File: src/verilog/asspi_regs.vh
`ifndef ASSPI_REGS_VH
`define ASSPI_REGS_VH
`define ASSPI_CMD_READ 3'h2
`define ASSPI_CMD_WRITE 3'h4
`define ASSPI_CMD_MSB 15
`define ASSPI_CMD_LSB 13
`define ASSPI_ADDR_MSB 12
`define ASSPI_ADDR_LSB 8
`define ASSPI_DATA_MSB 7
`define ASSPI_DATA_LSB 0
`define ASSPI_FLAG_REG 5'h1B
`define ASSPI_FLAG_HIGH_BIT 7
`define ASSPI_FLAG_LOW_BIT 6
`define ASSPI_FRAME_BITS 16
`define ASSPI_PARITY_BIT 17
`define ASSPI_REFRESH_NS 1000
`define ASSPI_CLK_NS 8
`define ASSPI_REFRESH_CYC (`ASSPI_REFRESH_NS / `ASSPI_CLK_NS)
`define ASSPI_REG_RESET 8'h00
`endif

File: src/verilog/asspi_sync.v
`timescale 1ns/1ns
`default_nettype none
// two-stage synchroniser for pin inputs
module asspi_sync #(
  parameter W = 3,
  parameter [W-1:0] RST_VAL = {W{1'b0}}
) (
  // clock and reset
  input wire clk,
  input wire rst,
  // async in, synced out
  input wire [W-1:0] d,
  output wire [W-1:0] q
);
  reg [W-1:0] meta_ff;
  reg [W-1:0] sync_ff;
  always @(posedge clk or posedge rst) begin
    if (rst) begin
      // each bit resets to its pin's idle level, so no false edge follows reset
      meta_ff <= RST_VAL;
      sync_ff <= RST_VAL;
    end else begin
      meta_ff <= d;
      sync_ff <= meta_ff;
    end
  end
  assign q = sync_ff;
endmodule
`default_nettype wire

File: src/verilog/asspi_slave.v
// Contract
// modes 0 and 3 detected automatically
// master keeps serial clock at 25MHz; slave needs 4 clocks per level, bench runs 64 ns periods
// commands on mosi, 16-bit frames
// sample rising, shift falling, msb first
// parity bit on seventeenth clock
// parity makes total ones even
// angle buffer reloads every microsecond
// chip select low freezes output buffer
// angle read: mosi zero, 16 clocks
// short angles padded with low zeros
// master may shorten angle reads
// fast reads repeat same angle value
// read angle, read register, write register
// read frame: command 010, address
// read frame low byte is zero
// second frame returns register upper byte
// write 100, address, value; echo next
// 150 ns gap between angle reads
// 750 ns gap around register reads
// master waits 20 ms after write; bench waits only the 800 ns idle gap
// field flags in register 27 bits 7,6
// first read frame returns angle word
`timescale 1ns/1ns
`default_nettype none
`include "asspi_regs.vh"
module asspi_slave #(
  parameter ANGLE_BITS = 12,
  parameter REFRESH_CYC = `ASSPI_REFRESH_CYC,
  parameter NREGS = 32
) (
  // clock and reset
  input wire clk,
  input wire rst,
  // spi pins
  input wire cs_n,
  input wire sclk,
  input wire mosi,
  output reg miso_ff,
  output reg miso_oe_ff,
  // sensor side
  input wire [ANGLE_BITS-1:0] angle_in,
  input wire field_high_flag,
  input wire field_low_flag,
  // register write strobe toward non-volatile store
  output reg wr_pulse_ff,
  output reg [4:0] wr_addr_ff,
  output reg [7:0] wr_data_ff
);
  localparam ST_IDLE = 2'b01;
  localparam ST_FRAME = 2'b10;
  // counter is 7 bits wide; refresh periods above 128 clocks need it widened
  localparam [6:0] REFRESH_LAST = REFRESH_CYC[6:0] - 7'h01;

  wire [2:0] pins_s;
  wire cs_n_s;
  wire sclk_s;
  wire mosi_s;
  // cs_n resets to its idle high level, so no false select follows reset
  asspi_sync #(
    .W(3),
    .RST_VAL(3'h4)
  ) u_sync (
    .clk(clk),
    .rst(rst),
    .d({cs_n, sclk, mosi}),
    .q(pins_s)
  );
  assign cs_n_s = pins_s[2];
  assign sclk_s = pins_s[1];
  assign mosi_s = pins_s[0];

  // xor gives even ones
  function parity_even;
    input [15:0] w;
    begin
      parity_even = ^w;
    end
  endfunction

  reg [1:0] state_ff;
  reg sclk_d_ff;
  reg cs_d_ff;
  reg [6:0] ref_cnt_ff;
  reg [15:0] angle_buf_ff;
  reg [15:0] shift_ff;
  reg [15:0] rx_ff;
  reg [15:0] tx_word_ff;
  reg [4:0] bit_cnt_ff;
  reg pend_ff;
  reg [15:0] pend_word_ff;
  // register file; bits 7:6 of register 27 are never read from it
  reg [7:0] regs_ff [0:NREGS-1];

  wire sclk_rise = sclk_s & ~sclk_d_ff;
  wire sclk_fall = ~sclk_s & sclk_d_ff;
  wire cs_fall = ~cs_n_s & cs_d_ff;
  wire cs_rise = cs_n_s & ~cs_d_ff;
  // low zeros padded
  wire [15:0] angle_pad = {angle_in, {(16 - ANGLE_BITS){1'b0}}};
  wire [15:0] rx_full = {rx_ff[14:0], mosi_s};
  wire [2:0] rx_cmd = rx_full[`ASSPI_CMD_MSB:`ASSPI_CMD_LSB];
  wire [4:0] rx_addr = rx_full[`ASSPI_ADDR_MSB:`ASSPI_ADDR_LSB];
  wire [7:0] rx_data = rx_full[`ASSPI_DATA_MSB:`ASSPI_DATA_LSB];
  // live field flags
  wire [7:0] rd_val = (rx_addr == `ASSPI_FLAG_REG) ?
    {field_high_flag, field_low_flag, regs_ff[rx_addr][5:0]} : regs_ff[rx_addr];

  // write lands at once; no store delay is modelled
  integer i;
  always @(posedge clk or posedge rst) begin
    if (rst) begin
      for (i = 0; i < NREGS; i = i + 1) begin
        regs_ff[i] <= `ASSPI_REG_RESET;
      end
    end else if (state_ff == ST_FRAME && sclk_rise &&
                 bit_cnt_ff == `ASSPI_FRAME_BITS - 1 && rx_cmd == `ASSPI_CMD_WRITE) begin
      regs_ff[rx_addr] <= rx_data;
    end
  end

  always @(posedge clk or posedge rst) begin
    if (rst) begin
      state_ff <= ST_IDLE;
      sclk_d_ff <= 1'b0;
      cs_d_ff <= 1'b1;
      ref_cnt_ff <= 7'h00;
      angle_buf_ff <= 16'h0000;
      shift_ff <= 16'h0000;
      rx_ff <= 16'h0000;
      tx_word_ff <= 16'h0000;
      bit_cnt_ff <= 5'h00;
      pend_ff <= 1'b0;
      pend_word_ff <= 16'h0000;
      miso_ff <= 1'b0;
      miso_oe_ff <= 1'b0;
      wr_pulse_ff <= 1'b0;
      wr_addr_ff <= 5'h00;
      wr_data_ff <= 8'h00;
    end else begin
      sclk_d_ff <= sclk_s;
      cs_d_ff <= cs_n_s;
      // write strobe lasts one clock
      wr_pulse_ff <= 1'b0;
      // periodic refresh
      ref_cnt_ff <= (ref_cnt_ff == REFRESH_LAST) ? 7'h00 : ref_cnt_ff + 7'h01;
      // same word until reload
      // frozen while selected
      if (ref_cnt_ff == REFRESH_LAST && state_ff == ST_IDLE && !cs_fall) begin
        angle_buf_ff <= angle_pad;
      end
      case (state_ff)
        ST_IDLE: begin
          miso_oe_ff <= 1'b0;
          miso_ff <= 1'b0;
          if (cs_fall) begin
            // buffered word sent
            // pending reply or angle
            shift_ff <= pend_ff ? pend_word_ff : angle_buf_ff;
            tx_word_ff <= pend_ff ? pend_word_ff : angle_buf_ff;
            // msb first, valid before first edge
            miso_ff <= pend_ff ? pend_word_ff[15] : angle_buf_ff[15];
            miso_oe_ff <= 1'b1;
            pend_ff <= 1'b0;
            bit_cnt_ff <= 5'h00;
            state_ff <= ST_FRAME;
          end
        end
        ST_FRAME: begin
          // a cs edge seen with an sclk edge: cs wins and the frame ends
          if (cs_rise) begin
            // release on deselect
            state_ff <= ST_IDLE;
            miso_oe_ff <= 1'b0;
          end else begin
            // sclk needs at least 4 clocks per level; faster links are missed
            // same edges serve mode 0 and mode 3
            if (sclk_rise) begin
              // sample mosi on rising edge
              rx_ff <= rx_full;
              if (bit_cnt_ff != 5'h1F) begin
                bit_cnt_ff <= bit_cnt_ff + 5'h01;
              end
              if (bit_cnt_ff == `ASSPI_FRAME_BITS - 1) begin
                // decode the command word
                if (rx_cmd == `ASSPI_CMD_READ) begin
                  // register read request
                  pend_ff <= 1'b1;
                  pend_word_ff <= {rd_val, 8'h00};
                end else if (rx_cmd == `ASSPI_CMD_WRITE) begin
                  // store and echo next frame
                  pend_ff <= 1'b1;
                  pend_word_ff <= {rx_data, 8'h00};
                  wr_pulse_ff <= 1'b1;
                  wr_addr_ff <= rx_addr;
                  wr_data_ff <= rx_data;
                end
              end
            end
            // mode 3 first falling edge is idle-to-active, not a shift
            if (sclk_fall && bit_cnt_ff != 5'h00) begin
              if (bit_cnt_ff < `ASSPI_FRAME_BITS) begin
                shift_ff <= {shift_ff[14:0], 1'b0};
                miso_ff <= shift_ff[14];
              end else if (bit_cnt_ff == `ASSPI_FRAME_BITS) begin
                // even parity after 16 bits
                miso_ff <= parity_even(tx_word_ff);
              end else begin
                // clocks past the parity bit read as zero
                miso_ff <= 1'b0;
              end
            end
          end
        end
        // illegal state codes fall back to idle
        default: begin
          state_ff <= ST_IDLE;
        end
      endcase
    end
  end
endmodule
`default_nettype wire

File: config.mk
export PLATFORM = sky130hd
export DESIGN_NAME = asspi_slave
export DESIGN_NICKNAME = d
export VERILOG_FILES = /design/src/verilog/asspi_sync.v /design/src/verilog/asspi_slave.v
export VERILOG_INCLUDE_DIRS = /design/src /design/src/verilog
export SDC_FILE = /design/constraint.sdc
export NUM_CORES = 1
export LEC_CHECK = 0
export ABC_AREA = 1
export BUFFER_PORTS_ARGS = -buffer_cell sky130_fd_sc_hd__buf_2
export CAP_MARGIN = 5
export CORE_UTILIZATION = 35
export CTS_BUF_LIST = sky130_fd_sc_hd__clkbuf_2 sky130_fd_sc_hd__clkbuf_4 sky130_fd_sc_hd__clkbuf_8
export DETAILED_ROUTE_END_ITERATION = 16
export GPL_ROUTABILITY_DRIVEN = 0
export SKIP_CTS_REPAIR_TIMING = 1
export SLEW_MARGIN = 20
export SYNTH_ARGS = -nofsm -noshare
export SYNTH_HDL_FRONTEND = slang
export SYNTH_SLANG_ARGS = --single-unit
File: constraint.sdc
create_clock -name clk -period 15.3 [get_ports clk]
set_input_delay 1.53 -clock clk [delete_from_list [all_inputs] [get_ports clk]]
set_output_delay 1.53 -clock clk [all_outputs]
set_load 0.02 [all_outputs]
==> flow_summary.json, run 1 <==
{
  "status": "finished clean",
  "vias": 12843,
  "grtUsageTotal_pct": 18.83,
  "wl_mm": 42.49,
  "clock_power_share_pct": 44.6,
  "leakage_nw": 8.472,
  "hold_slack_ns": 0.3538,
  "via_per_inst": 4.945,
  "worstHoldPathType": "register to register",
  "seq_area_frac_synth_pct": 55.47,
  "critPathKind": "register to register",
  "synth.cell_area_mm2": 0.01593,
  "synth_edf_count": 0,
  "drt-pass1-iter-count": 7,
  "power_density_mw_per_mm2": 107.9,
  "nets": 1984,
  "switchingPower_mw": 0.4463,
  "yosys_register_bits": 353,
  "synth_fp_nets": 1982,
  "root_buffer": "clkbuf_8",
  "worstPathRequired_ns": 15.81,
  "areaGrowthSynthToFinish_pct": 10.96,
  "ir_drop_mv": 0.05517,
  "finalCritPeriodShare_pct": 20.12,
  "syn_inst": 1957,
  "synth_top_cell_area_share_pct": 54.81,
  "hold_viol_final": 0,
  "grt-ovfl-total": 0,
  "cts-buffers-inserted": 57,
  "row_count": 77,
  "wl_per_cell_um": 16.36,
  "drt_iter0_markers": 1172,
  "htreeDepth": 2,
  "fin_crit_ns": 3.078,
  "fp.dieH_um": 215.4,
  "cts_buffer_depth": 3,
  "cp-start-kind": "register",
  "drc": 0,
  "antenna_found_initial": 1,
  "max_slew_margin_pct": 33.89,
  "synth.most_common_cell": "nand2_1",
  "p_seq_share_pct": 50.6,
  "fin_skew_ns": 0.02960,
  "layout-drive-gt1-share_pct": 9.540,
  "fin_ws_ns": 12.22,
  "insertion_delay_ns": 0.62,
  "cts_tree": "built",
  "cap_violations": 0,
  "synth_warnings": 0,
  "io_buffers": 34,
  "clock.fmax_ghz": 0.3249,
  "initial_core_util_pct": 35.72,
  "critPathMaxFanout": 62,
  "synth.largest_area_cell": "dfrtp_1",
  "grt_pass1_wl_mm": 69.17,
  "synth_cell_types": 37,
  "swShare_pct": 23.40,
  "die_x_um": 215.4,
  "setup_viol": 0,
  "synth_common_cells": "nand2_1, dfrtp_1, o21ai_0",
  "p_int_mw": 1.461,
  "rsz0062_at_grt": "false",
  "pwr-share-comb_pct": 4.8,
  "floorplan.core_area_mm2": 0.04461,
  "grt_max_degree": 190,
  "ant_nets": 0,
  "synth_top_flop_cell": "dfrtp_1",
  "dp_hpwl_mm": 25.65,
  "fin_area_mm2": 0.01768,
  "cp-end-kind": "register",
  "yosys-top-cells-area": "dfrtp_1, nand2_1, o21ai_0",
  "worst_slew_pin_slew_ns": 0.9894,
  "drv_slew": 0,
  "syn_avg_cell_area_um2": 8.142,
  "worst-endpoint-arrival_ns": 3.58,
  "cts_sinks": 353,
  "num_io_pins": 35,
  "place_ws_ns": 12.07,
  "finalSetupTns_ns": 0,
  "dieArea_mm2": 0.04638,
  "ys_async_sr_fraction_pct": 100.0,
  "path_clk_slew_ns": 0.07,
  "grt_pass1_vias": 12447,
  "placed_area_mm2": 0.01643
}
[stage by stage]
stage                     std cells  total power [mW]  util (%)
final                          2597             1.907     39.64
after global routing           2596             1.989     39.63
after CTS                      2593             1.927     39.55
after detailed placement       2491             1.074     36.83
after global placement         2491             1.071     36.81
after floorplan                1957             1.045         -
[kinds of logic (layout without fill, tap and decap cells)]
family	after synthesis	count (layout)	share of synthesized area (%)
compound gates	375	375	11.83
xor+xnor	6	6	0.3299
other cells	0	3	0
fa+ha+maj	6	6	0.4711
flops	353	353	55.47
simple gates	1023	1023	25.87
mux	8	8	0.5104
buf+inv	186	231	5.528
[cell type report]
class	instances	area, um^2
antenna	3	7.507
fill	4540	26930
tap	592	740.7
inverter	76	295.3
clock inverter	7	35.03
multi-input combinational	1418	6241
clock buffer	95	1176
sequential	353	8840
timing repair buffer	53	345.3
[worst max-delay path, cell delays in order (launching register included)]
cell and delay, ns:
dfrtp_2 0.33, buf_4 0.67, nand2_1 0.18, inv_2 0.47, buf_4 0.51, nand3_1 0.47, o21ai_0 0.32
[flip-flops by register name (all words and copies together), names as in the netlist]
name	cells
wr_addr_ff	5
miso_oe_ff	1
wr_pulse_ff	1
sclk_d_ff	1
tx_word_ff	12
pend_ff	1
cs_d_ff	1
angle_buf_ff	12
u_sync.meta_ff	3
rx_ff	15
regs_ff	256
miso_ff	1
ref_cnt_ff	7
u_sync.q	3
pend_word_ff	8
bit_cnt_ff	5
wr_data_ff	8
shift_ff	11
state_ff	2
[placed cells by master (no fill, tap or decap), types with 32 or more instances in the layout]
cell	count
a21oi_1	35
buf_2	34
clkbuf_8	74
dfrtp_1	348
inv_1	68
nand2_1	863
nand3_1	57
nor2_1	54
o21ai_0	304
o21ai_1	32
[power groups by stage]
| stage | Sequential [mW] | Combinational, mW | Clock [mW] |
|---|---|---|---|
| final | 0.966 | 0.0912 | 0.850 |
| after global routing | 0.967 | 0.107 | 0.914 |
| after CTS | 0.966 | 0.0923 | 0.870 |
| after detailed placement | 0.982 | 0.0918 | 0 |
| after global placement | 0.981 | 0.0896 | 0 |
| after floorplan | 0.981 | 0.0640 | 0 |
[worst paths after layout]
kind / from / to / slack (ns) / cells past startpoint
hold / removal: u_sync.meta_ff[0] / u_sync.q[0] / 0.35 / 0
hold reg to reg: u_sync.meta_ff[0] / u_sync.q[0] / 0.35 / 0
min in group asynchronous: rst / wr_data_ff[7] / 1.04 / 2
setup / recovery: rx_ff[7] / regs_ff[196] / 12.22 / 6
max in group asynchronous: rst / regs_ff[229] / 12.78 / 4
setup reg to reg: rx_ff[7] / regs_ff[196] / 12.22 / 6
[metal layers]
layer | up-vias | global-route usage (%) | share of wire, % | wire [um]
li1 | 6290 | - | - | -
met1 | 6154 | 25.74 | 46 | 19590
met2 | 340 | 29.68 | 45 | 19320
met3 | 59 | 4.147 | 6.1 | 2582
met4 | 0 | 5.934 | 2.4 | 1000
met5 | - | 0 | 0 | 0
Note: power is estimated with default switching activity, not from simulation.
==> run 2, diff against run 1 <==
==> constraint.sdc (replaced) <==
create_clock -name clk -period 3.2 [get_ports clk]
set_input_delay 0.32 -clock clk [delete_from_list [all_inputs] [get_ports clk]]
set_output_delay 0.32 -clock clk [all_outputs]
set_load 0.02 [all_outputs]
==> run 2 against run 1 <==
  * The run now ends with negative hold slack left
  * Die area unchanged
  * Largest cell class unchanged
  * Non-clock buffer count up 32
  * Critical path depth grew 2
  * Final cell count is 1.3% higher
  * Clock power grew to 4.9 times the previous value
  * Design area up 1.7%
  * Fmax up 20%
  * Largest power group unchanged
==> flow_summary.json, run 2 (synthesized netlist as in run 1, its figures left out) <==
{
  "cts_buffer_depth": 3,
  "cts_sinks": 353,
  "grt-ovfl-total": 0,
  "crit_family": "simple AND/OR/NAND/NOR gates",
  "clock_power_share_pct": 45.0,
  "wl_mm": 42.37,
  "fin_skew_ns": 0.02733,
  "critPathMaxFanout": 16,
  "fin_crit_ns": 2.574,
  "grt_use_met2_pct": 28.62,
  "cap_violations": 0,
  "hold_slack_ns": -0.006670,
  "cp_cell_sequence": "inv_1 -> nor3_2 -> buf_4 -> inv_1 -> nor2_1 -> nand2_1 -> nand2_1 -> o21ai_0",
  "dp_hpwl_mm": 27.48,
  "initial_core_util_pct": 35.72,
  "areaGrowthSynthToFinish_pct": 12.87,
  "largest_reg_flops": 256,
  "ir_drop_mv": 0.2933,
  "layout_commonest_cell": "nand2_1",
  "grt_pass1_wl_mm": 69.16,
  "worstPathRequired_ns": 3.64,
  "cts-buffers-inserted": 57,
  "row_count": 77,
  "power_density_mw_per_mm2": 513.5,
  "grtUsageTotal_pct": 18.66,
  "antenna_found_initial": 1,
  "crit_buf_inv": 3,
  "pwr-share-comb_pct": 5.0,
  "finalSetupTns_ns": 0,
  "critPathKind": "register to register",
  "dp_cells": 2510,
  "fin_area_mm2": 0.01798,
  "max_slew_margin_pct": 23.57,
  "setup_viol": 0,
  "cp-start-kind": "register",
  "nets": 2016,
  "status": "finished with violations",
  "cts_tree": "built",
  "grt_busiest_layer": "met2",
  "regMostFlops": "regs_ff",
  "grt_use_met3_pct": 3.581,
  "io_buffers": 34,
  "insertion_delay_ns": 0.62,
  "path_depth": 8,
  "wl_per_cell_um": 16.11,
  "hold_viol_final": 2,
  "p_seq_share_pct": 50.0,
  "worstHoldPathType": "primary input to register",
  "path_clk_slew_ns": 0.06,
  "die_x_um": 215.4,
  "vias": 12936,
  "drv_slew": 0,
  "finalCritPeriodShare_pct": 80.45,
  "swShare_pct": 23.33,
  "worst-endpoint-arrival_ns": 3.01,
  "switchingPower_mw": 2.155,
  "cp_slowest_cell": "dfrtp_1",
  "grt_max_degree": 78,
  "htreeDepth": 2,
  "violations": "negative hold slack",
  "layout-drive-gt1-share_pct": 10.46,
  "drc": 0,
  "floorplan.core_area_mm2": 0.04461,
  "cp-end-kind": "register",
  "drt-pass1-iter-count": 6,
  "r2r_cells": 8,
  "placed_area_mm2": 0.01660,
  "mostFrequentLayoutCells": "nand2_1, dfrtp_1, o21ai_0, clkbuf_8, inv_1",
  "layout.cells.non_filler": 2630,
  "drt_iter0_markers": 1111,
  "rsz0062_at_grt": "false",
  "critPathMaxStageDelay_ns": 0.63,
  "clock.fmax_ghz": 0.3884,
  "use_met1_pct": 26.20,
  "whs_path_depth": 3,
  "leakage_nw": 8.632,
  "fp.dieH_um": 215.4,
  "p_int_mw": 7.080,
  "ant_nets": 0,
  "root_buffer": "clkbuf_8",
  "num_io_pins": 35,
  "via_per_inst": 4.919,
  "grt_pass1_vias": 12544,
  "dieArea_mm2": 0.04638,
  "reg.largest.list": "regs_ff: 256 flops, rx_ff: 15 flops",
  "worst_slew_pin_slew_ns": 1.145
}
-- run 2: changes by cell type in the layout (fill, tap and decap cells not counted), sizes merged --
| cell | change |
|---|---|
| clkbuf | +7 |
| inv | -2 |
| dlygate4sd3 | +14 |
| buf | +18 |
| clkinv | -4 |
| clkinvlp | +2 |
| diode | -2 |
-- run 2: layout make-up --
type,instances,area [um^2]
timing repair buffer,85,638.1
sequential,353,8840
inverter,76,291.5
multi-input combinational,1418,6226
tap,592,740.7
antenna,1,2.502
clock inverter,3,17.52
clock buffer,102,1229
fill,4514,26620
-- run 2: power groups by stage --
stage                     Combinational [mW]  Clock (mW)  Sequential [mW]
after floorplan                        0.307           0             4.69
after global placement                 0.445           0             4.69
after detailed placement               0.460           0             4.69
after CTS                              0.462        4.24             4.62
after global routing                   0.533        4.46             4.62
final                                  0.464        4.15             4.62
-- run 2: tightest hold or removal path, cell delays in order --
cell     delay [ns]
buf_2          0.08
nor2_1         0.04
a21oi_1        0.11
-- run 2: final timing paths --
check	from	to	slack [ns]
min reg2reg	u_sync.meta_ff[2]	u_sync.q[2]	0.36
min	angle_in[7]	angle_buf_ff[11]	-0.007
min in group asynchronous	rst	wr_data_ff[5]	0.39
max reg2reg	rx_ff[10]	regs_ff[36]	0.63
max in group asynchronous	rst	regs_ff[160]	1.72
max	rx_ff[10]	regs_ff[36]	0.63
-- run 2: stage by stage --
| stage | total power, mW | setup slack, ns | hold WS, ns | utilization [%] |
|---|---|---|---|---|
| detailed placement | 5.154 | 0.6726 | 0.3512 | 37.21 |
| global placement | 5.136 | 0.7058 | 0.3457 | 37.20 |
| CTS | 9.318 | 0.6270 | -0.2224 | 40.00 |
| finish | 9.235 | 0.6256 | -0.006670 | 40.32 |
| floorplan | 4.998 | -1.845 | 0.3245 | - |
| global route | 9.615 | 0.3151 | 0.005581 | 40.32 |
-- run 2: per-layer routing --
layer	share of wire [%]	routed length (um)
met1	47	19840
met2	44	18820
met3	5.9	2494
met4	2.9	1218
met5	0	0
==> run 3, diff against run 2 <==
==> constraint.sdc (replaced) <==
create_clock -name clk -period 2.6 [get_ports clk]
set_input_delay 0.26 -clock clk [delete_from_list [all_inputs] [get_ports clk]]
set_output_delay 0.26 -clock clk [all_outputs]
set_load 0.02 [all_outputs]
==> run 3 against run 2 <==
  * The flow now finishes without violations
  * Fmax rose by 10%
  * Via count is 0.97% higher
  * Final cell count up 1.3%
  * Design area grew 1.8%
  * Register-to-register slack lost 0.36 ns
  * Critical path type unchanged
==> flow_summary.json, run 3 (synthesized netlist as in run 1, its figures left out) <==
{
  "cap_violations": 0,
  "grt-ovfl-total": 0,
  "pwr-share-comb_pct": 5.1,
  "p_seq_share_pct": 50.5,
  "cts_sinks": 353,
  "path_clk_slew_ns": 0.06,
  "grt_pass1_vias": 12742,
  "antenna_found_initial": 1,
  "initial_core_util_pct": 35.72,
  "drt-pass1-iter-count": 7,
  "insertion_delay_ns": 0.63,
  "grt_max_degree": 105,
  "mostFrequentLayoutCells": "nand2_1, dfrtp_1, o21ai_0, clkbuf_8, inv_1",
  "swShare_pct": 23.37,
  "leakage_nw": 8.804,
  "worstHoldPathType": "primary input to register",
  "ant_nets": 0,
  "fillCellCount": 4461,
  "die_x_um": 215.4,
  "reg.largest.list": "regs_ff: 256 flops, rx_ff: 15 flops",
  "status": "finished clean",
  "cp-start-kind": "register",
  "max_slew_margin_pct": 48.35,
  "drc": 0,
  "rrSetupSlack_ns": 0.26,
  "root_buffer": "clkbuf_8",
  "grt_pass1_wl_mm": 70.10,
  "rsz0062_at_grt": "true",
  "ir_drop_mv": 0.3300,
  "dieArea_mm2": 0.04638,
  "fin_util_pct": 41.06,
  "nets": 2052,
  "num_io_pins": 35,
  "cp-startpoint": "bit_cnt_ff[0]",
  "cp_cell_sequence": "ha_1 -> nand2_1 -> nor2_1 -> ha_1 -> nand3_4 -> nor2_1 -> nand2_1 -> nand2_1 -> o21ai_0",
  "dp_cells": 2542,
  "wl_per_cell_um": 16.16,
  "floorplan.core_area_mm2": 0.04461,
  "regMostFlops": "regs_ff",
  "multi_input_area_mm2": 0.006252,
  "areaGrowthSynthToFinish_pct": 14.94,
  "clock.fmax_ghz": 0.4279,
  "worst-endpoint-arrival_ns": 2.80,
  "cp_slowest_cell": "nand2_1",
  "cts_tree": "built",
  "regArea_mm2": 0.008840,
  "critPathKind": "register to register",
  "p_int_mw": 8.633,
  "vias": 13062,
  "critPathMaxFanout": 16,
  "io_buffers": 34,
  "finalCritPeriodShare_pct": 89.88,
  "switchingPower_mw": 2.632,
  "layout-drive-gt1-share_pct": 12.02,
  "htreeDepth": 2,
  "power_density_mw_per_mm2": 615.1,
  "row_count": 77,
  "largest_reg_flops": 256,
  "setup_viol": 0,
  "layout.cells.non_filler": 2665,
  "path_common_cell": "nand2_1",
  "dp_hpwl_mm": 28.41,
  "drt_iter0_markers": 1258,
  "timing.rr.start": "bit_cnt_ff[0]",
  "hold_viol_final": 0,
  "grtUsageTotal_pct": 19.05,
  "wl_mm": 43.06,
  "hp-start": "field_high_flag",
  "fin_skew_ns": 0.03323,
  "worst_slew_pin_slew_ns": 0.7688,
  "fin_crit_ns": 2.337,
  "critPathMaxStageDelay_ns": 0.38,
  "cp-end-kind": "register",
  "cts_buffer_depth": 3,
  "hold_slack_ns": 0.05977,
  "via_per_inst": 4.901,
  "clock_power_share_pct": 44.4,
  "cts-buffers-inserted": 57,
  "worstPathRequired_ns": 3.06,
  "layout_commonest_cell": "nand2_1",
  "drv_slew": 0,
  "fp.dieH_um": 215.4
}
run 3: critical path, delay by kind of cell (launching register included):
kind | cells | cell delay, ns
AOI/OAI and AO/OA | 1 | 0.08
adders and majority gates | 2 | 0.42
DFF | 1 | 0.37
and+or+nand+nor | 6 | 1.27
run 3: per-stage QoR:
stage               worst slack, ns  setup TNS [ns]  total power [mW]  cell area, um^2
floorplan                    -2.385         -836.79             6.151            15940
global placement             0.1649               0             6.337            16900
detailed placement          0.05469               0             6.351            16900
CTS                         0.02960               0             11.39            18110
global route               -0.02213        -0.03397             11.76            18320
finish                       0.2630               0             11.27            18320
run 3: final timing paths:
check	to	depth (start not counted)
max	regs_ff[131]	9
min	pend_word_ff[15]	5
max reg2reg	regs_ff[131]	9
min reg2reg	u_sync.q[0]	0
max in group asynchronous	regs_ff[31]	4
min in group asynchronous	regs_ff[220]	3
run 3: power by group through the flow:
| stage | clock, mW | sequential (mW) | combinational [mW] |
|---|---|---|---|
| floorplan | 0 | 5.77 | 0.377 |
| global placement | 0 | 5.78 | 0.560 |
| detailed placement | 0 | 5.78 | 0.570 |
| CTS | 5.14 | 5.68 | 0.571 |
| global route | 5.40 | 5.70 | 0.666 |
| finish | 5.01 | 5.69 | 0.574 |
run 3: cell type report:
type | instances | share of cell area, %
clock buffer | 100 | 6.456
inverter | 76 | 1.592
antenna | 1 | 0.01366
tap | 592 | 4.044
timing repair buffer | 121 | 5.329
multi-input combinational | 1418 | 34.14
sequential | 353 | 48.26
clock inverter | 4 | 0.1640
run 3: metal layers:
metal / routed length (um) / GRT usage [%]
met1: 19970 / 26.62
met2: 19560 / 29.66
met3: 2572 / 3.723
met4: 967 / 6.052
met5: 0 / 0
